[config.mk]
export PLATFORM = sky130hd
export DESIGN_NAME = fild_top
export DESIGN_NICKNAME = d
export VERILOG_FILES = /design/src/hw/fild_top.v /design/src/hw/fild_sampler.v /design/src/hw/fild_flag.v
export VERILOG_INCLUDE_DIRS = /design/src /design/src/shared
export SDC_FILE = /design/constraint.sdc
export NUM_CORES = 1
export LEC_CHECK = 0
export BUFFER_PORTS_ARGS = -buffer_cell sky130_fd_sc_hd__buf_2
export CAP_MARGIN = 20
export CORE_MARGIN = 5
export CORE_UTILIZATION = 40
export CTS_CLUSTER_DIAMETER = 30
export CTS_CLUSTER_SIZE = 14
export DETAILED_ROUTE_END_ITERATION = 6
export PLACE_DENSITY_LB_ADDON = 0.12
export SLEW_MARGIN = 20
export SYNTH_ARGS = -nofsm -noshare
export SYNTH_HDL_FRONTEND = slang
export SYNTH_SLANG_ARGS = --single-unit
[constraint.sdc]
create_clock -name core_clk -period 2.3 [get_ports core_clk]
set_clock_uncertainty 0.2 [all_clocks]
set_input_delay 0.46 -clock core_clk [delete_from_list [all_inputs] [get_ports core_clk]]
set_output_delay 0.46 -clock core_clk [all_outputs]
set_load 0.02 [all_outputs]
[src/shared/fild_defs.vh]
// Constants for the fault input level detector: offsets, fields, codes, counts.
`ifndef FILD_DEFS_VH
`define FILD_DEFS_VH

// Register byte offsets.
`define FILD_OFF_CHAN_A    8'h00
`define FILD_OFF_CHAN_B    8'h04
`define FILD_OFF_CHAN_C    8'h08
`define FILD_OFF_CHAN_D    8'h0c
`define FILD_OFF_INT_STAT  8'h10
`define FILD_OFF_INT_MASK  8'h14
`define FILD_OFF_PIN_STAT  8'h18

// Field positions inside a channel register.
`define FILD_MODE_LSB      0
`define FILD_MODE_MSB      3
`define FILD_CNT_LSB       4
`define FILD_CNT_MSB       7
`define FILD_FLAG_BIT      12

// Reset values.
`define FILD_MODE_RST      4'h0
`define FILD_CNT_RST       4'h0
`define FILD_MASK_RST      4'h0

// Detection mode codes.
`define FILD_MODE_EDGE     4'h0
`define FILD_MODE_DIV8     4'h1
`define FILD_MODE_DIV16    4'h2
`define FILD_MODE_DIV128   4'h3
`define FILD_MODE_DIV1     4'h4
`define FILD_MODE_DIV2     4'h5
`define FILD_MODE_DIV4     4'h6

// Legacy two-bit mode codes.
`define FILD_LMODE_EDGE    2'h0
`define FILD_LMODE_DIV8    2'h1
`define FILD_LMODE_DIV16   2'h2
`define FILD_LMODE_DIV128  2'h3

// Sampling divisors in clock cycles and the fixed legacy count.
`define FILD_DIV_1         8'h01
`define FILD_DIV_2         8'h02
`define FILD_DIV_4         8'h04
`define FILD_DIV_8         8'h08
`define FILD_DIV_16        8'h10
`define FILD_DIV_128       8'h80
`define FILD_LEGACY_COUNT  5'h10

`endif

[src/hw/fild_top.v]
// Four-channel fault input level detector with APB registers and interrupt.
`timescale 1ns/1ps
`include "fild_defs.vh"
module fild_top #(
    parameter LEGACY = 0
) (
    input  wire        core_clk,
    input  wire        rst_n,
    input  wire [7:0]  paddr,
    input  wire        psel,
    input  wire        penable,
    input  wire        pwrite,
    input  wire [31:0] pwdata,
    input  wire [3:0]  pstrb,
    output reg  [31:0] prdata,
    output wire        pready,
    output wire        pslverr,
    input  wire        fault_in_a_n,
    input  wire        fault_in_b_n,
    input  wire        fault_in_c_n,
    input  wire        fault_in_d_n,
    output wire        request_flag_a,
    output wire        request_flag_b,
    output wire        request_flag_c,
    output wire        request_flag_d,
    output wire        output_disable_req,
    output wire        irq
);
    localparam NCH = 4;

    wire [NCH-1:0] pins_n;
    wire [NCH-1:0] flags;
    wire [NCH-1:0] detect;
    wire [NCH-1:0] lvl_mode;
    wire [NCH-1:0] chan_hit;
    wire [NCH-1:0] chan_wr;
    wire [NCH-1:0] chan_rd_one;
    reg  [NCH-1:0] flags_q;
    reg  [3:0]     detect_mode_a;
    reg  [3:0]     detect_mode_b;
    reg  [3:0]     detect_mode_c;
    reg  [3:0]     detect_mode_d;
    reg  [3:0]     sample_count_a;
    reg  [3:0]     sample_count_b;
    reg  [3:0]     sample_count_c;
    reg  [3:0]     sample_count_d;
    reg  [NCH-1:0] int_stat;
    reg  [NCH-1:0] int_mask;
    reg  [31:0]    next_prdata;
    reg            next_err;
    reg            err_q;
    wire [15:0]    mode_bus;
    wire [15:0]    cnt_bus;
    wire           setup;
    wire           access;
    wire           wr_acc;
    wire           rd_acc;
    wire           is_stat;
    wire           is_mask;
    wire           is_pin;
    wire           mapped;
    wire           rise_any;
    wire [NCH-1:0] rise;
    wire           legacy_sel;

    // Gather pins, modes and counts into channel-indexed vectors.
    assign pins_n = {fault_in_d_n, fault_in_c_n, fault_in_b_n,
                     fault_in_a_n};
    assign mode_bus = {detect_mode_d, detect_mode_c, detect_mode_b,
                       detect_mode_a};
    assign cnt_bus = {sample_count_d, sample_count_c, sample_count_b,
                      sample_count_a};
    assign legacy_sel = (LEGACY != 0);

    // APB phase decode.
    assign setup = psel && !penable;
    assign access = psel && penable;
    assign wr_acc = access && pwrite;
    assign rd_acc = access && !pwrite;

    // Address decode for the shared registers.
    assign is_stat = (paddr == `FILD_OFF_INT_STAT);
    assign is_mask = (paddr == `FILD_OFF_INT_MASK);
    assign is_pin = (paddr == `FILD_OFF_PIN_STAT);
    assign mapped = (|chan_hit) || is_stat || is_mask || is_pin;

    // Channel register hits by offset.
    assign chan_hit[0] = (paddr == `FILD_OFF_CHAN_A);
    assign chan_hit[1] = (paddr == `FILD_OFF_CHAN_B);
    assign chan_hit[2] = (paddr == `FILD_OFF_CHAN_C);
    assign chan_hit[3] = (paddr == `FILD_OFF_CHAN_D);

    // The slave answers in the first access cycle.
    assign pready = 1'b1;
    assign pslverr = access && err_q;

    // One sampler and one flag per channel.
    genvar ch;
    generate
        for (ch = 0; ch < NCH; ch = ch + 1) begin : g_chan
            // Flag byte must be enabled for the write to reach the flag.
            assign chan_wr[ch] = wr_acc && chan_hit[ch] && pstrb[1];
            // The read arms clearing only if it returned a one.
            assign chan_rd_one[ch] = rd_acc && chan_hit[ch] &&
                                     prdata[`FILD_FLAG_BIT];

            fild_sampler u_sampler (
                .core_clk   (core_clk),
                .rst_n      (rst_n),
                .pin_n      (pins_n[ch]),
                .mode       (mode_bus[ch*4 +: 4]),
                .count_sel  (cnt_bus[ch*4 +: 4]),
                .legacy     (legacy_sel),
                .level_mode (lvl_mode[ch]),
                .detect     (detect[ch])
            );

            fild_flag u_flag (
                .core_clk   (core_clk),
                .rst_n      (rst_n),
                .set        (detect[ch]),
                .rd_one     (chan_rd_one[ch]),
                .wr         (chan_wr[ch]),
                .wr_bit     (pwdata[`FILD_FLAG_BIT]),
                .level_mode (lvl_mode[ch]),
                .pin_high   (pins_n[ch]),
                .flag       (flags[ch])
            );
        end
    endgenerate

    // Flag outputs and the disable request to the output stage.
    assign request_flag_a = flags[0];
    assign request_flag_b = flags[1];
    assign request_flag_c = flags[2];
    assign request_flag_d = flags[3];
    assign output_disable_req = |flags;

    // Interrupt events are flag rises.
    assign rise = flags & ~flags_q;
    assign rise_any = |rise;
    assign irq = |(int_stat & int_mask);

    // Mode and count fields, written through byte lane zero.
    always @(posedge core_clk or negedge rst_n) begin
        if (!rst_n) begin
            detect_mode_a <= `FILD_MODE_RST;
            detect_mode_b <= `FILD_MODE_RST;
            detect_mode_c <= `FILD_MODE_RST;
            detect_mode_d <= `FILD_MODE_RST;
            sample_count_a <= `FILD_CNT_RST;
            sample_count_b <= `FILD_CNT_RST;
            sample_count_c <= `FILD_CNT_RST;
            sample_count_d <= `FILD_CNT_RST;
        end else if (wr_acc && pstrb[0]) begin
            // Software keeps mode codes within the defined set.
            if (chan_hit[0]) begin
                detect_mode_a <= pwdata[`FILD_MODE_MSB:`FILD_MODE_LSB];
                sample_count_a <= pwdata[`FILD_CNT_MSB:`FILD_CNT_LSB];
            end
            if (chan_hit[1]) begin
                detect_mode_b <= pwdata[`FILD_MODE_MSB:`FILD_MODE_LSB];
                sample_count_b <= pwdata[`FILD_CNT_MSB:`FILD_CNT_LSB];
            end
            if (chan_hit[2]) begin
                detect_mode_c <= pwdata[`FILD_MODE_MSB:`FILD_MODE_LSB];
                sample_count_c <= pwdata[`FILD_CNT_MSB:`FILD_CNT_LSB];
            end
            if (chan_hit[3]) begin
                detect_mode_d <= pwdata[`FILD_MODE_MSB:`FILD_MODE_LSB];
                sample_count_d <= pwdata[`FILD_CNT_MSB:`FILD_CNT_LSB];
            end
        end
    end

    // Sticky interrupt status with write-one-to-clear; set wins.
    always @(posedge core_clk or negedge rst_n) begin
        if (!rst_n) begin
            int_stat <= 4'h0;
            flags_q <= 4'h0;
        end else begin
            flags_q <= flags;
            if (wr_acc && is_stat && pstrb[0])
                int_stat <= rise | (int_stat & ~pwdata[3:0]);
            else if (rise_any)
                int_stat <= int_stat | rise;
        end
    end

    // Interrupt mask register.
    always @(posedge core_clk or negedge rst_n) begin
        if (!rst_n)
            int_mask <= `FILD_MASK_RST;
        else if (wr_acc && is_mask && pstrb[0])
            int_mask <= pwdata[3:0];
    end

    // Read mux, evaluated for the setup cycle's address.
    always @* begin
        next_prdata = 32'h00000000;
        next_err = 1'b0;
        case (1'b1)
            chan_hit[0]: begin
                next_prdata[`FILD_MODE_MSB:`FILD_MODE_LSB] = detect_mode_a;
                next_prdata[`FILD_CNT_MSB:`FILD_CNT_LSB] = sample_count_a;
                next_prdata[`FILD_FLAG_BIT] = flags[0];
            end
            chan_hit[1]: begin
                next_prdata[`FILD_MODE_MSB:`FILD_MODE_LSB] = detect_mode_b;
                next_prdata[`FILD_CNT_MSB:`FILD_CNT_LSB] = sample_count_b;
                next_prdata[`FILD_FLAG_BIT] = flags[1];
            end
            chan_hit[2]: begin
                next_prdata[`FILD_MODE_MSB:`FILD_MODE_LSB] = detect_mode_c;
                next_prdata[`FILD_CNT_MSB:`FILD_CNT_LSB] = sample_count_c;
                next_prdata[`FILD_FLAG_BIT] = flags[2];
            end
            chan_hit[3]: begin
                next_prdata[`FILD_MODE_MSB:`FILD_MODE_LSB] = detect_mode_d;
                next_prdata[`FILD_CNT_MSB:`FILD_CNT_LSB] = sample_count_d;
                next_prdata[`FILD_FLAG_BIT] = flags[3];
            end
            is_stat: next_prdata[3:0] = int_stat;
            is_mask: next_prdata[3:0] = int_mask;
            is_pin:  next_prdata[3:0] = pins_n;
            default: next_err = 1'b1; // Unmapped: zero data, error.
        endcase
    end

    // Read data and error are captured in the setup cycle.
    always @(posedge core_clk or negedge rst_n) begin
        if (!rst_n) begin
            prdata <= 32'h00000000;
            err_q <= 1'b0;
        end else if (setup) begin
            prdata <= pwrite ? 32'h00000000 : next_prdata;
            err_q <= next_err || !mapped;
        end
    end
endmodule // fild_top

[src/hw/fild_sampler.v]
// Per-channel pin sampler: prescaler, consecutive-low counter, edge detect.
`timescale 1ns/1ps
`include "fild_defs.vh"
module fild_sampler (
    input  wire       core_clk,
    input  wire       rst_n,
    input  wire       pin_n,
    input  wire [3:0] mode,
    input  wire [3:0] count_sel,
    input  wire       legacy,
    output wire       level_mode,
    output wire       detect
);
    reg  [7:0] div;
    reg        lvl;
    reg        edg;
    reg  [7:0] pre_cnt;
    reg  [4:0] low_cnt;
    reg        pin_prev;
    reg  [7:0] cfg_q;
    wire       cfg_chg;
    wire [4:0] need;
    wire       tick;
    wire [4:0] low_inc;

    // Decode the mode into a divisor and a detection style.
    always @* begin
        div = `FILD_DIV_1;
        lvl = 1'b0;
        edg = 1'b0;
        if (legacy) begin
            case (mode[1:0])
                `FILD_LMODE_EDGE: edg = 1'b1;
                `FILD_LMODE_DIV8: begin
                    div = `FILD_DIV_8;
                    lvl = 1'b1;
                end
                `FILD_LMODE_DIV16: begin
                    div = `FILD_DIV_16;
                    lvl = 1'b1;
                end
                default: begin
                    div = `FILD_DIV_128;
                    lvl = 1'b1;
                end
            endcase
        end else begin
            case (mode)
                `FILD_MODE_EDGE: edg = 1'b1;
                `FILD_MODE_DIV8: begin
                    div = `FILD_DIV_8;
                    lvl = 1'b1;
                end
                `FILD_MODE_DIV16: begin
                    div = `FILD_DIV_16;
                    lvl = 1'b1;
                end
                `FILD_MODE_DIV128: begin
                    div = `FILD_DIV_128;
                    lvl = 1'b1;
                end
                `FILD_MODE_DIV1: begin
                    div = `FILD_DIV_1;
                    lvl = 1'b1;
                end
                `FILD_MODE_DIV2: begin
                    div = `FILD_DIV_2;
                    lvl = 1'b1;
                end
                `FILD_MODE_DIV4: begin
                    div = `FILD_DIV_4;
                    lvl = 1'b1;
                end
                default: begin
                    div = `FILD_DIV_1; // Forbidden codes detect nothing.
                    lvl = 1'b0;
                end
            endcase
        end
    end

    // Required run length: field plus one, or sixteen in legacy.
    assign need = legacy ? `FILD_LEGACY_COUNT :
                  ({1'b0, count_sel} + 5'h01);
    // A new mode or count restarts the prescaler phase and the low run,
    // so a stale phase or a run counted under old settings never leaks.
    assign cfg_chg = ({mode, count_sel} != cfg_q);
    assign tick = lvl && !cfg_chg && (pre_cnt == (div - 8'h01));
    assign low_inc = low_cnt + 5'h01;
    assign level_mode = lvl;
    assign detect = (edg && pin_prev && !pin_n) ||
                    (tick && !pin_n && (low_inc == need));

    // Prescaler phase, low-run counter and previous pin level.
    always @(posedge core_clk or negedge rst_n) begin
        if (!rst_n) begin
            pre_cnt <= 8'h00;
            low_cnt <= 5'h00;
            pin_prev <= 1'b1;
            cfg_q <= 8'h00;
        end else begin
            pin_prev <= pin_n;
            cfg_q <= {mode, count_sel};
            if (!lvl || cfg_chg) begin
                pre_cnt <= 8'h00;
                low_cnt <= 5'h00;
            end else if (tick) begin
                pre_cnt <= 8'h00;
                if (pin_n)
                    low_cnt <= 5'h00;
                else if (low_cnt != need)
                    low_cnt <= low_inc; // Saturates so one run sets once.
            end else begin
                pre_cnt <= pre_cnt + 8'h01;
            end
        end
    end
endmodule // fild_sampler

[src/hw/fild_flag.v]
// Request flag with read-one-then-write-zero clearing.
`timescale 1ns/1ps
module fild_flag (
    input  wire core_clk,
    input  wire rst_n,
    input  wire set,
    input  wire rd_one,
    input  wire wr,
    input  wire wr_bit,
    input  wire level_mode,
    input  wire pin_high,
    output reg  flag
);
    reg  armed;
    wire clear;

    // A zero write clears only when armed and, in level modes, pin high.
    assign clear = wr && !wr_bit && armed &&
                   (!level_mode || pin_high);

    // Set wins over clear; writing one never sets.
    always @(posedge core_clk or negedge rst_n) begin
        if (!rst_n) begin
            flag <= 1'b0;
            armed <= 1'b0;
        end else begin
            flag <= set | (flag & ~clear);
            if (wr)
                armed <= 1'b0;
            else if (rd_one)
                armed <= 1'b1;
        end
    end
endmodule // fild_flag

Yosys cells after proc, flatten, opt, wreduce, memory -nomap -nowiden
Index checks and enable logic that the tools add are counted.
Word-level totals
  register bits: 173
Operators by class
  eq/ne operators: 46
  add/subtract/negate cells: 16
  muxes and demuxes: 69
  bitwise logic cells: 19
  reduce and logical (&&, ||, !) cells: 128
Operators with widths (number)
  $pmux 8 s5: 4
  $mux 5: 16
  $mux 8: 8
  $logic_and 1x1->1: 62
  $mux 4: 13
  $eq 4x3->1 const B: 12
  $add 8x1->8 const B: 4
  $eq 4x2->1 const B: 8
  $eq 8x8->1: 4
  $ne 8x8->1: 4
  $sub 8x1->8 const B: 4
  $mux 1: 27
  $eq 8x5->1 const B: 3
  $reduce_or 6->1: 4
  $add 4x1->5 const B: 4
  $add 5x1->5 const B: 4
  $eq 5x5->1: 4
  $ne 5x5->1: 4
  $reduce_bool 2->1: 9
  $eq 4x1->1 const B: 4
  $eq 8x4->1 const B: 2
  $logic_not 1->1: 16
  $logic_not 4->1: 4
  $logic_or 1x1->1: 16
  12 further kinds: 38

Longest topological paths before layout
Gate-level depths: netlist of run 1.
  depth in word-level cells: 10
  gate-level depth with buffers: 8
  gate-level depth less buffers: 7

By module
A second synthesis of run 1 with hierarchy kept.
Second synthesis, totals
  cells, all modules: 949
  area, all modules: 9521.6 µm²
Modules (own cells, without submodules)
  fild_sampler (g_chan[0].u_sampler ...): seq. area each 551.8 µm², cells each 164, area an instance 1580.3 µm², times used 3
  fild_top: seq. area each 1351.3 µm², cells each 263, area an instance 2899.0 µm², times used 1
  fild_sampler (g_chan[1].u_sampler): seq. area each 551.8 µm², cells each 166, area an instance 1551.5 µm², times used 1
  fild_flag: seq. area each 50.0 µm², cells each 7, area an instance 82.6 µm², times used 4

Worst setup path before layout of run 1
Ideal clock, no wire load.
  path type: input port to flip-flop
  start: input paddr[5]
  end: register sample_count_d[2]
  stages on the path: 6
  setup slack: -217 ps
  path buffers: 1
  arrival time: 2189 ps
  library setup time: 128 ps
  data required time: 1972 ps
  path through: or4_1 > or3_1 > buf_2 > nor2_2 > nand2_2 > mux2_1
Between the ends
  longest elaborated chain between the ends: 2
RTL lines
  start, declared: line fild_top.v:9  | input wire [7:0] paddr,
  $eq 8x4->1 (no line)
  $reduce_and 2->1 (no line)
  end signal, assigned: line fild_top.v:154  | sample_count_d <= `FILD_CNT_RST;
  end signal, assigned: line fild_top.v:171  | sample_count_d <= pwdata[`FILD_CNT_MSB:`FILD_CNT_LSB];
  end, declared: line fild_top.v:46  | reg [3:0] sample_count_d;
Every way passes these cells.
A chain may end at the register's enable or synchronous reset.

Final worst setup path of run 1
  start: register detect_mode_c[3]
  end: register g_chan[2].u_sampler.low_cnt[2]
Between the ends
  longest elaborated chain between the ends: 7
  elaborated cells on any way between the ends: 21
  those cells by class: add/sub: 1; eq/ne: 8; mux: 3; reduce/logical: 9
RTL lines
  start, declared: line fild_top.v:41  | reg [3:0] detect_mode_c;
  start signal, assigned: line fild_top.v:149  | detect_mode_c <= `FILD_MODE_RST;
  start signal, assigned: line fild_top.v:166  | detect_mode_c <= pwdata[`FILD_MODE_MSB:`FILD_MODE_LSB];
  $eq 4x3->1, or another cell as far along: line fild_sampler.v:48  | case (mode)
  $pmux 8 s5 or $reduce_or 6->1 (tied branches)
  $sub 8x1->8 or $mux 1 (tied branches): line fild_sampler.v:88, fild_sampler.v:48
  $eq 8x8->1, or another cell as far along: line fild_sampler.v:88  | assign tick = lvl && !cfg_chg && (pre_cnt == (div - 8'h01));
  $logic_and 1x1->1 or $logic_or 1x1->1 (tied branches): line fild_sampler.v:88, fild_sampler.v:104
  $reduce_bool 2->1 (no line) or $reduce_bool 3->1 (tied branches)
  $reduce_and 2->1 (no line)
  end signal, assigned: line fild_sampler.v:112  | low_cnt <= low_inc;
  end, declared: line fild_sampler.v:18  | reg [4:0] low_cnt;
Several ways; a longest one is shown, not always the timed one.

==> impl_metrics.env, run 1 <==
export IMPL_cellLeakagePower_nw=4.83
export IMPL_worstSkewPairLatency_ns=0.42
export IMPL_rsz0062_at_grt="true"
export IMPL_antenna_found_initial=0
export IMPL_cts_made_buffers=17
export IMPL_synth_seq_cells=150
export IMPL_violations="setup timing"
export IMPL_fp_dieH_um=155
export IMPL_drtIter0Drc=314
export IMPL_async_flop_share=1.00
export IMPL_nNetsFinal=1020
export IMPL_std_cell_rows=53
export IMPL_die_area_um2=23900
export IMPL_min_path_type="input port to flop"
export IMPL_synthDistinctLibCells=80
export IMPL_critPathArrivalTime_ns=2.54
export IMPL_gr_total_overflow=0
export IMPL_wl_um=21700
export IMPL_synthCells=832
export IMPL_n_antenna_cell=0
export IMPL_fmax_ghz=0.416
export IMPL_firstDrtPassIters=4
export IMPL_dp_hpwl_um=16200
export IMPL_min_period_ns=2.40
export IMPL_grt_pass1_wl_um=35000
export IMPL_grt_usage=0.183
export IMPL_area_delta_synth_final_pct=25.6
export IMPL_yosysSeqAreaShare=0.448
export IMPL_grt_max_degree=55
export IMPL_clock_path_buffers=2
export IMPL_start_util=0.402
export IMPL_worstSetupEndpointType="flop"
export IMPL_clkSinkCount=150
export IMPL_gp_congestion=0.847
export IMPL_max_cap_violations=0
export IMPL_status="finished, violations left"
export IMPL_yosysWarningCount=0
export IMPL_most_common_layout_cells="dfrtp_1 (139), buf_4 (100), nor2_1 (59)"
export IMPL_routedWlPerCell_um=17.4
export IMPL_portBuffers=43
export IMPL_slew_headroom=0.630
export IMPL_drc=0
export IMPL_final_max_slew_viol_count=0
export IMPL_cp_start_kind="flop"
export IMPL_finalSetupViolCount=8
export IMPL_whs_ns=0.0473
export IMPL_required_ns=2.44
export IMPL_h_tree_depth=4
export IMPL_fin_ws_ns=-0.104
export IMPL_ys_flop_type="dfrtp_1"
export IMPL_ant_nets=0
export IMPL_hold_violations=0
export IMPL_fin_crit_sh=1.05
export IMPL_drive_gt1_frac=0.292
export IMPL_cts_tree="built"
export IMPL_grt_pass1_vias=6762
export IMPL_viasPerCell=5.33
export IMPL_synth_edf_count=0
export IMPL_clk_pin_slew_ns=0.06
export IMPL_powerDensity_nw_per_um2=579
export IMPL_mostFrequentLayoutCell="dfrtp_1"
export IMPL_setup_tns_ns=-0.472
export IMPL_critPathKind="flop to flop"
export IMPL_finish_utilization=0.506
export IMPL_io_pins=93
export IMPL_cts_root_buf="clkbuf_16"
export IMPL_die_x_um=155
export IMPL_syn_avg_cell_area_um2=10.1
export IMPL_num_vias=6623
export IMPL_cp_max_fo=5
export IMPL_peakVddDrop_uv=531
export IMPL_syn_cell_area_um2=8380
export IMPL_fp_coreArea_um2=20800
export IMPL_worst_pin_slew_ns=0.550
[worst max-delay path, cell delays in order, from the launching register on]
cell and delay, ns:
dfrtp_1 0.41, nor4bb_4 0.35, nand4_1 0.20, a211oi_4 0.33, o2111ai_4 0.19, or4b_1 0.50
a31oi_1 0.14
[area by class of cell]
| class | count | area [um^2] |
|---|---|---|
| clock buffers | 24 | 452 |
| clock inverters | 8 | 175 |
| fillers | 1936 | 10300 |
| inverters | 15 | 56.3 |
| multi-input cells | 619 | 4630 |
| flip-flops and latches | 150 | 3770 |
| well taps | 275 | 344 |
| repair buffers | 152 | 1100 |
[synth_stat cells (7+ instances only)]
| cell | instances | area share |
|---|---|---|
| a21oi_1 | 39 | 0.023 |
| a22oi_1 | 7 | 0.0063 |
| a31oi_1 | 13 | 0.0097 |
| and3_1 | 8 | 0.0060 |
| buf_2 | 8 | 0.0048 |
| buf_4 | 24 | 0.021 |
| clkbuf_1 | 33 | 0.015 |
| dfrtp_1 | 146 | 0.44 |
| ha_1 | 12 | 0.018 |
| inv_1 | 15 | 0.0067 |
| mux2_1 | 9 | 0.012 |
| mux2_2 | 28 | 0.038 |
| mux2i_1 | 18 | 0.021 |
| nand2_1 | 54 | 0.024 |
| nand2b_1 | 13 | 0.0097 |
| nand3_1 | 38 | 0.023 |
| nand3b_1 | 9 | 0.0081 |
| nand4_1 | 10 | 0.0075 |
| nor2_1 | 62 | 0.028 |
| nor3_1 | 19 | 0.011 |
| nor4bb_1 | 7 | 0.0084 |
| o211ai_1 | 8 | 0.0072 |
| o21ai_0 | 10 | 0.0060 |
| o21ai_1 | 9 | 0.0054 |
| o31ai_1 | 10 | 0.0090 |
| or3_1 | 13 | 0.0097 |
| or4_1 | 7 | 0.0063 |
| xnor2_1 | 46 | 0.048 |
| xor2_1 | 49 | 0.051 |
[what timing repair did]
action | CTS | global route
pin swaps | 11 | 16
setup buffers | 6 | 1
endpoints found under the setup margin | 23 | 37
hold buffers | 1 | 0
endpoints found under the hold margin | 26 | 0
gates resized for setup | 18 | 42
[kinds of logic after synthesis]
group,synth area share
xor+xnor,0.0993
fa+ha+maj,0.0179
mux,0.0712
flops,0.448
simple gates,0.199
compound gates,0.111
buf+inv,0.0518
other cells,0.000896
[final timing paths]
check	start	endpoint	slack (ns)	cells past startpoint
min in group asynchronous	rst_n	g_chan[3].u_sampler.low_cnt[0]	0.29	2
worst max-delay path	detect_mode_c[3]	g_chan[2].u_sampler.low_cnt[2]	-0.10	6
worst min-delay path	fault_in_b_n	g_chan[1].u_sampler.pin_prev	0.05	1
max in group asynchronous	rst_n	g_chan[3].u_sampler.pin_prev	0.94	3
worst min register to register	prdata[3]	prdata[3]	0.28	2
worst max register to register	detect_mode_c[3]	g_chan[2].u_sampler.low_cnt[2]	-0.10	6
[per-layer routing]
layer | part of all wire | track usage | vias to the layer above
li1 | - | - | 3173
met1 | 0.46 | 0.244 | 3331
met2 | 0.50 | 0.307 | 99
met3 | 0.031 | 0.0285 | 20
met4 | 0.015 | 0.0563 | 0
met5 | 0 | 0 | -
[registers in the layout (all words and copies together), names as in the netlist, 9 cells and up]
name                      cells
g_chan.u_sampler.pre_cnt     32
g_chan.u_sampler.cfg_q       32
prdata                        9
g_chan.u_sampler.low_cnt     20
[power breakdown]
group          internal [mW]  switching (mW)  total (mW)
sequential              2.67          0.0189        2.68
combinational          0.138           0.256       0.394
clock                   1.93            1.09        3.02
total                   4.74            1.36        6.10
[metrics by stage]
step,power [mW],area [um^2],instances,setup WS (ns)
after floorplan,2.95,8600,854,-0.111
after global placement,3.10,9550,1203,-0.296
after detailed placement,3.11,9550,1203,-0.318
after CTS,6.16,10300,1242,-0.0988
after global routing,6.32,10500,1243,-0.256
final,6.10,10500,1243,-0.104
Power figures use the tool's default switching activity.
==> run 2: changes to the inputs <==
--- a/config.mk
+++ b/config.mk
@@ -6,6 +6,7 @@
 export SDC_FILE = /design/constraint.sdc
 export NUM_CORES = 1
 export LEC_CHECK = 0
+export ABC_AREA = 1
 export BUFFER_PORTS_ARGS = -buffer_cell sky130_fd_sc_hd__buf_2
 export CAP_MARGIN = 20
 export CORE_MARGIN = 5
==> run 2 against run 1 <==
  * The run now ends clean
  * Flip-flop and latch count stayed put
  * Synthesized cell count rose by 50%
  * Final cell count up 30%
  * First-iteration DRC count increased by 41%
  * Worst setup slack better by 0.33 ns
  * Hold slack gained 0.0036 ns
  * Core utilization down 4.6 points
  * Design area decreased by 1.5%
  * Count of clock-buffer cells in the layout is 5 lower
  * Synthesized area is 8.9% higher
  * Critical path type is now flop to output pin
  * Largest cell class unchanged
==> impl_metrics.env, run 2 <==
export IMPL_synth_seq_cells=150
export IMPL_h_tree_depth=4
export IMPL_drtIter0Drc=443
export IMPL_cts_made_buffers=17
export IMPL_peakVddDrop_uv=404
export IMPL_synth_most_common_cell="nand2_1"
export IMPL_n_antenna_cell=0
export IMPL_worstSetupEndpointType="output pin"
export IMPL_fin_crit_sh=0.903
export IMPL_worstSkewPairLatency_ns=0.43
export IMPL_synthCells=1252
export IMPL_final_max_slew_viol_count=0
export IMPL_finish_utilization=0.459
export IMPL_synth_top_cells_by_count="nand2_1 (370), inv_1 (147), dfrtp_1 (146), nor2_1 (142), nand3_1 (94)"
export IMPL_cellLeakagePower_nw=5.30
export IMPL_ys_flop_type="dfrtp_1"
export IMPL_syn_cell_area_um2=9130
export IMPL_synth_edf_count=0
export IMPL_antenna_found_initial=0
export IMPL_drive_gt1_frac=0.134
export IMPL_dp_hpwl_um=17200
export IMPL_grt_usage=0.180
export IMPL_dp_cells=1578
export IMPL_gr_total_overflow=0
export IMPL_async_flop_share=1.00
export IMPL_critPathArrivalTime_ns=1.42
export IMPL_whs_ns=0.0508
export IMPL_wl_um=22700
export IMPL_die_area_um2=25900
export IMPL_rsz0062_at_grt="false"
export IMPL_hold_depth=2
export IMPL_syn_avg_cell_area_um2=7.29
export IMPL_total_power_mw=6.15
export IMPL_cpPeakStageDelay_ns=0.40
export IMPL_die_x_um=161
export IMPL_path_cells="inv_1 > o2111ai_1 > buf_2"
export IMPL_post_cts_setup_buffers=0
export IMPL_required_ns=1.64
export IMPL_reg2reg_depth=13
export IMPL_io_pins=93
export IMPL_hold_violations=0
export IMPL_powerDensity_nw_per_um2=593
export IMPL_clk_pin_slew_ns=0.06
export IMPL_clock_path_buffers=2
export IMPL_yosysWarningCount=0
export IMPL_synthDistinctLibCells=44
export IMPL_slew_headroom=0.656
export IMPL_yosys_area_top_type="dfrtp_1"
export IMPL_largest_registers="g_chan.u_sampler.cfg_q x32, g_chan.u_sampler.pre_cnt x32, g_chan.u_sampler.low_cnt x20"
export IMPL_fp_coreArea_um2=22600
export IMPL_firstDrtPassIters=5
export IMPL_grt_max_degree=51
export IMPL_max_cap_violations=0
export IMPL_min_path_type="input port to flop"
export IMPL_fp_dieH_um=161
export IMPL_most_common_layout_cells="nand2_1 (370), inv_1 (147), dfrtp_1 (146)"
export IMPL_grt_pass1_vias=7410
export IMPL_min_period_ns=2.08
export IMPL_status="completed"
export IMPL_cp_start_kind="flop"
export IMPL_grt_pass1_wl_um=37900
export IMPL_ant_nets=0
export IMPL_cp_max_fo=3
export IMPL_worst_pin_slew_ns=0.516
export IMPL_finalSetupViolCount=0
export IMPL_num_vias=7844
export IMPL_viasPerCell=4.86
export IMPL_synth_area_leaders="dfrtp_1 (40%), nand2_1 (15%), inv_1 (6.0%), nor2_1 (5.8%), nand3_1 (5.2%)"
export IMPL_cts_tree="built"
export IMPL_mostFrequentLayoutCell="nand2_1"
export IMPL_setup_tns_ns=0
export IMPL_area_delta_synth_final_pct=13.6
export IMPL_portBuffers=43
export IMPL_layoutNonFillerInstCount=1615
export IMPL_nNetsFinal=1382
export IMPL_clkSinkCount=150
export IMPL_start_util=0.404
export IMPL_routedWlPerCell_um=14.1
export IMPL_critPathKind="flop to output pin"
export IMPL_std_cell_rows=55
export IMPL_cp_slowest_cell="dfrtp_1"
export IMPL_cts_root_buf="clkbuf_16"
export IMPL_synth_top_area_frac=0.400
export IMPL_gp_congestion=0.885
export IMPL_yosysSeqAreaShare=0.412
export IMPL_drc=0
export IMPL_fmax_ghz=0.482
==> run 2: cell types whose count changed in the layout (fill, tap and decap cells not counted), sizes merged, moves of 40 or more <==
cell and change:
nand3 +61, buf -86, nand2 +333, inv +153, o21ai +47, nor2 +89, xnor2 -40
==> run 2: area by class of cell <==
| type | instances | area (um^2) |
|---|---|---|
| multi-input cells | 909 | 4490 |
| repair buffers | 70 | 474 |
| clock inverters | 13 | 201 |
| fillers | 2337 | 12200 |
| flip-flops and latches | 150 | 3760 |
| well taps | 285 | 357 |
| clock buffers | 19 | 453 |
| inverters | 169 | 634 |
==> run 2: report_power, final <==
| group | total, mW | switching, mW | internal [mW] |
|---|---|---|---|
| Sequential | 2.68 | 0.0196 | 2.66 |
| Combinational | 0.338 | 0.243 | 0.0951 |
| Clock | 3.13 | 1.15 | 1.98 |
==> run 2: final timing paths <==
check	slack, ns	to	startpoint
setup reg to reg	0.24	g_chan[3].u_sampler.low_cnt[2]	sample_count_d[0]
hold reg to reg	0.23	int_stat[2]	flags_q[2]
hold / removal	0.05	g_chan[0].u_flag.armed	pstrb[1]
min in group asynchronous	0.35	g_chan[3].u_sampler.pre_cnt[6]	rst_n
setup / recovery	0.22	irq	int_stat[1]
max in group asynchronous	0.90	g_chan[2].u_sampler.pin_prev	rst_n
==> run 2: layer usage <==
layer | global-route usage | routed length [um]
met1 | 0.254 | 11200
met2 | 0.293 | 10400
met3 | 0.0286 | 866
met4 | 0.0430 | 210
met5 | 0 | 0
==> run 2: timing repair <==
action                                 CTS  global route
resized for setup                        0             1
hold buffers                             5             0
endpoints found under the hold margin   49             0
setup endpoints to repair                0             5
==> run 2: worst max-delay path, delay by kind of cell (launching register included) <==
kind,cells,cell delay [ns]
buffers and inverters,2,0.28
flip-flops,1,0.40
AO/OA/AOI/OAI,1,0.30
==> run 2: metrics by stage <==
step / area [um^2] / worst slack, ns
6_report: 10400 / 0.224
2_1_floorplan: 9210 / 0.499
3_3_place_gp: 9660 / 0.0672
4_1_cts: 10400 / 0.190
3_5_place_dp: 9660 / 0.00798
5_1_grt: 10400 / 0.0184
==> run 2: kinds of logic (layout without fill, tap and decap cells) <==
kind of cell | Yosys count | count (layout) | share of synthesized area
XOR/XNOR | 43 | 43 | 0.0412
AND/OR/NAND/NOR | 726 | 726 | 0.364
buffers and inverters | 215 | 271 | 0.106
other | 2 | 24 | 0.000823
adder cells (fa/ha/maj) | 12 | 12 | 0.0164
flip-flops | 150 | 150 | 0.412
AO/OA/AOI/OAI | 104 | 104 | 0.0599
==> run 3: changes to the inputs <==
--- a/config.mk
+++ b/config.mk
@@ -9,7 +9,7 @@
 export ABC_AREA = 1
 export BUFFER_PORTS_ARGS = -buffer_cell sky130_fd_sc_hd__buf_2
 export CAP_MARGIN = 20
-export CORE_MARGIN = 5
+export CORE_MARGIN = 2
 export CORE_UTILIZATION = 40
 export CTS_CLUSTER_DIAMETER = 30
 export CTS_CLUSTER_SIZE = 14
==> run 3 against run 2 <==
  * Flip-flop and latch count unchanged
  * Core utilization increased by 0.12 points
  * Clock power increased by 2%
  * Sequential share of layout area about the same
  * Design area about the same
  * Register-to-register slack improved by 0.04 ns
  * Via count decreased by 0.88%
  * Sequential power about the same
  * Power increased by 1.1%
  * Critical path type unchanged
==> impl_metrics.env, run 3 (synthesis gave the netlist of run 2 again) <==
export IMPL_status="completed"
export IMPL_largest_registers="g_chan.u_sampler.cfg_q x32, g_chan.u_sampler.pre_cnt x32, g_chan.u_sampler.low_cnt x20"
export IMPL_cts_root_buf="clkbuf_16"
export IMPL_nNetsFinal=1379
export IMPL_peakVddDrop_uv=393
export IMPL_hold_violations=0
export IMPL_area_delta_synth_final_pct=13.5
export IMPL_drtIter0Drc=479
export IMPL_reg2reg_depth=11
export IMPL_rsz0062_at_grt="false"
export IMPL_path_cells="inv_1 > o2111ai_1 > buf_2"
export IMPL_min_path_type="input port to flop"
export IMPL_fp_dieH_um=155
export IMPL_cp_start_kind="flop"
export IMPL_cts_made_buffers=17
export IMPL_critPathKind="flop to output pin"
export IMPL_h_tree_depth=4
export IMPL_fin_crit_sh=0.882
export IMPL_grt_pass1_wl_um=38100
export IMPL_firstDrtPassIters=5
export IMPL_antenna_found_initial=0
export IMPL_wl_um=22500
export IMPL_powerDensity_nw_per_um2=600
export IMPL_cp_slowest_cell="dfrtp_1"
export IMPL_cellLeakagePower_nw=5.30
export IMPL_min_period_ns=2.03
export IMPL_clock_path_buffers=2
export IMPL_worstSkewPairLatency_ns=0.43
export IMPL_gp_congestion=0.842
export IMPL_cp_max_fo=3
export IMPL_start_util=0.406
export IMPL_fp_coreArea_um2=22500
export IMPL_ant_nets=0
export IMPL_fmax_ghz=0.493
export IMPL_clk_pin_slew_ns=0.06
export IMPL_whs_ns=0.0237
export IMPL_endpoint="irq"
export IMPL_grt_usage=0.200
export IMPL_finalSetupViolCount=0
export IMPL_dp_hpwl_um=16900
export IMPL_portBuffers=43
export IMPL_routedWlPerCell_um=14.0
export IMPL_gr_total_overflow=0
export IMPL_final_max_slew_viol_count=0
export IMPL_required_ns=1.64
export IMPL_viasPerCell=4.82
export IMPL_num_vias=7775
export IMPL_grt_max_degree=46
export IMPL_rrSetupSlack_ns=0.28
export IMPL_cpPeakStageDelay_ns=0.38
export IMPL_std_cell_rows=55
export IMPL_r2r_start="sample_count_c[0]"
export IMPL_most_common_layout_cells="nand2_1 (370), inv_1 (147), dfrtp_1 (146)"
export IMPL_io_pins=93
export IMPL_drc=0
export IMPL_die_x_um=155
export IMPL_critPathArrivalTime_ns=1.37
export IMPL_r2r_end="g_chan[2].u_sampler.low_cnt[2]"
export IMPL_crit_path_start="int_stat[1]"
export IMPL_mostFrequentLayoutCell="nand2_1"
export IMPL_cts_tree="built"
export IMPL_die_area_um2=24000
export IMPL_max_cap_violations=0
export IMPL_n_antenna_cell=0
export IMPL_finish_utilization=0.461
export IMPL_drive_gt1_frac=0.132
export IMPL_clkSinkCount=150
export IMPL_setup_tns_ns=0
export IMPL_grt_pass1_vias=7492
export IMPL_worstSetupEndpointType="output pin"
-- run 3: metrics by stage --
stage | std cells | area [um^2] | power [mW] | setup slack [ns]
2_1_floorplan | 1274 | 9210 | 2.92 | 0.499
3_3_place_gp | 1576 | 9650 | 3.06 | 0.0892
3_5_place_dp | 1576 | 9650 | 3.06 | 0.0952
4_1_cts | 1611 | 10300 | 6.28 | 0.178
5_1_grt | 1612 | 10400 | 6.45 | 0.0207
6_report | 1612 | 10400 | 6.22 | 0.272
-- run 3: worst max-delay path: cells and delay by family (launching register included) --
family                 cells  cell delay (ns)
buffers and inverters      2             0.29
AOI/OAI and AO/OA          1             0.27
DFF                        1             0.38
-- run 3: area by class of cell --
cell class | instances | area [um^2]
fillers | 2284 | 12100
repair buffers | 67 | 449
clock buffers | 19 | 443
flip-flops and latches | 150 | 3760
well taps | 285 | 357
clock inverters | 13 | 228
multi-input cells | 909 | 4500
inverters | 169 | 634
-- run 3: where the power goes --
part / internal (mW) / leakage [nW] / total, mW / switching (mW)
clock network: 2.06 / 0.323 / 3.20 / 1.14
logic: 0.0925 / 2.97 / 0.336 / 0.243
registers: 2.66 / 2.01 / 2.68 / 0.0196
total: 4.81 / 5.30 / 6.22 / 1.41
-- run 3: worst min-delay path by stage --
stage	from	to	slack (ns)	cells past startpoint
3_3_place_gp	flags_q[3]	int_stat[3]	0.21	1
5_1_grt	fault_in_c_n	g_chan[2].u_sampler.pin_prev	0.02	1
3_5_place_dp	flags_q[2]	int_stat[2]	0.22	1
6_report	fault_in_c_n	g_chan[2].u_sampler.pin_prev	0.02	1
2_1_floorplan	rst_n	detect_mode_a[0]	-0.04	0
4_1_cts	fault_in_d_n	g_chan[3].u_sampler.pin_prev	0.005	1
-- run 3: what timing repair did --
item / 4_1_cts / 5_1_grt
hold buffers: 3 / 1
hold endpoints to repair: 43 / 1
buffers inserted: 0 / 0
resized for setup: 0 / 2
setup endpoints to repair: 0 / 10
-- run 3: layer usage --
layer  wire length [um]  share of wire  GRT usage  vias to the layer above
met1              11200           0.50      0.284                     3581
met2              10200           0.45      0.314                      123
li1                   -              -          -                     4046
met3                841          0.037     0.0390                       25
met4                295          0.013     0.0511                        0
met5                  0              0          0                        -
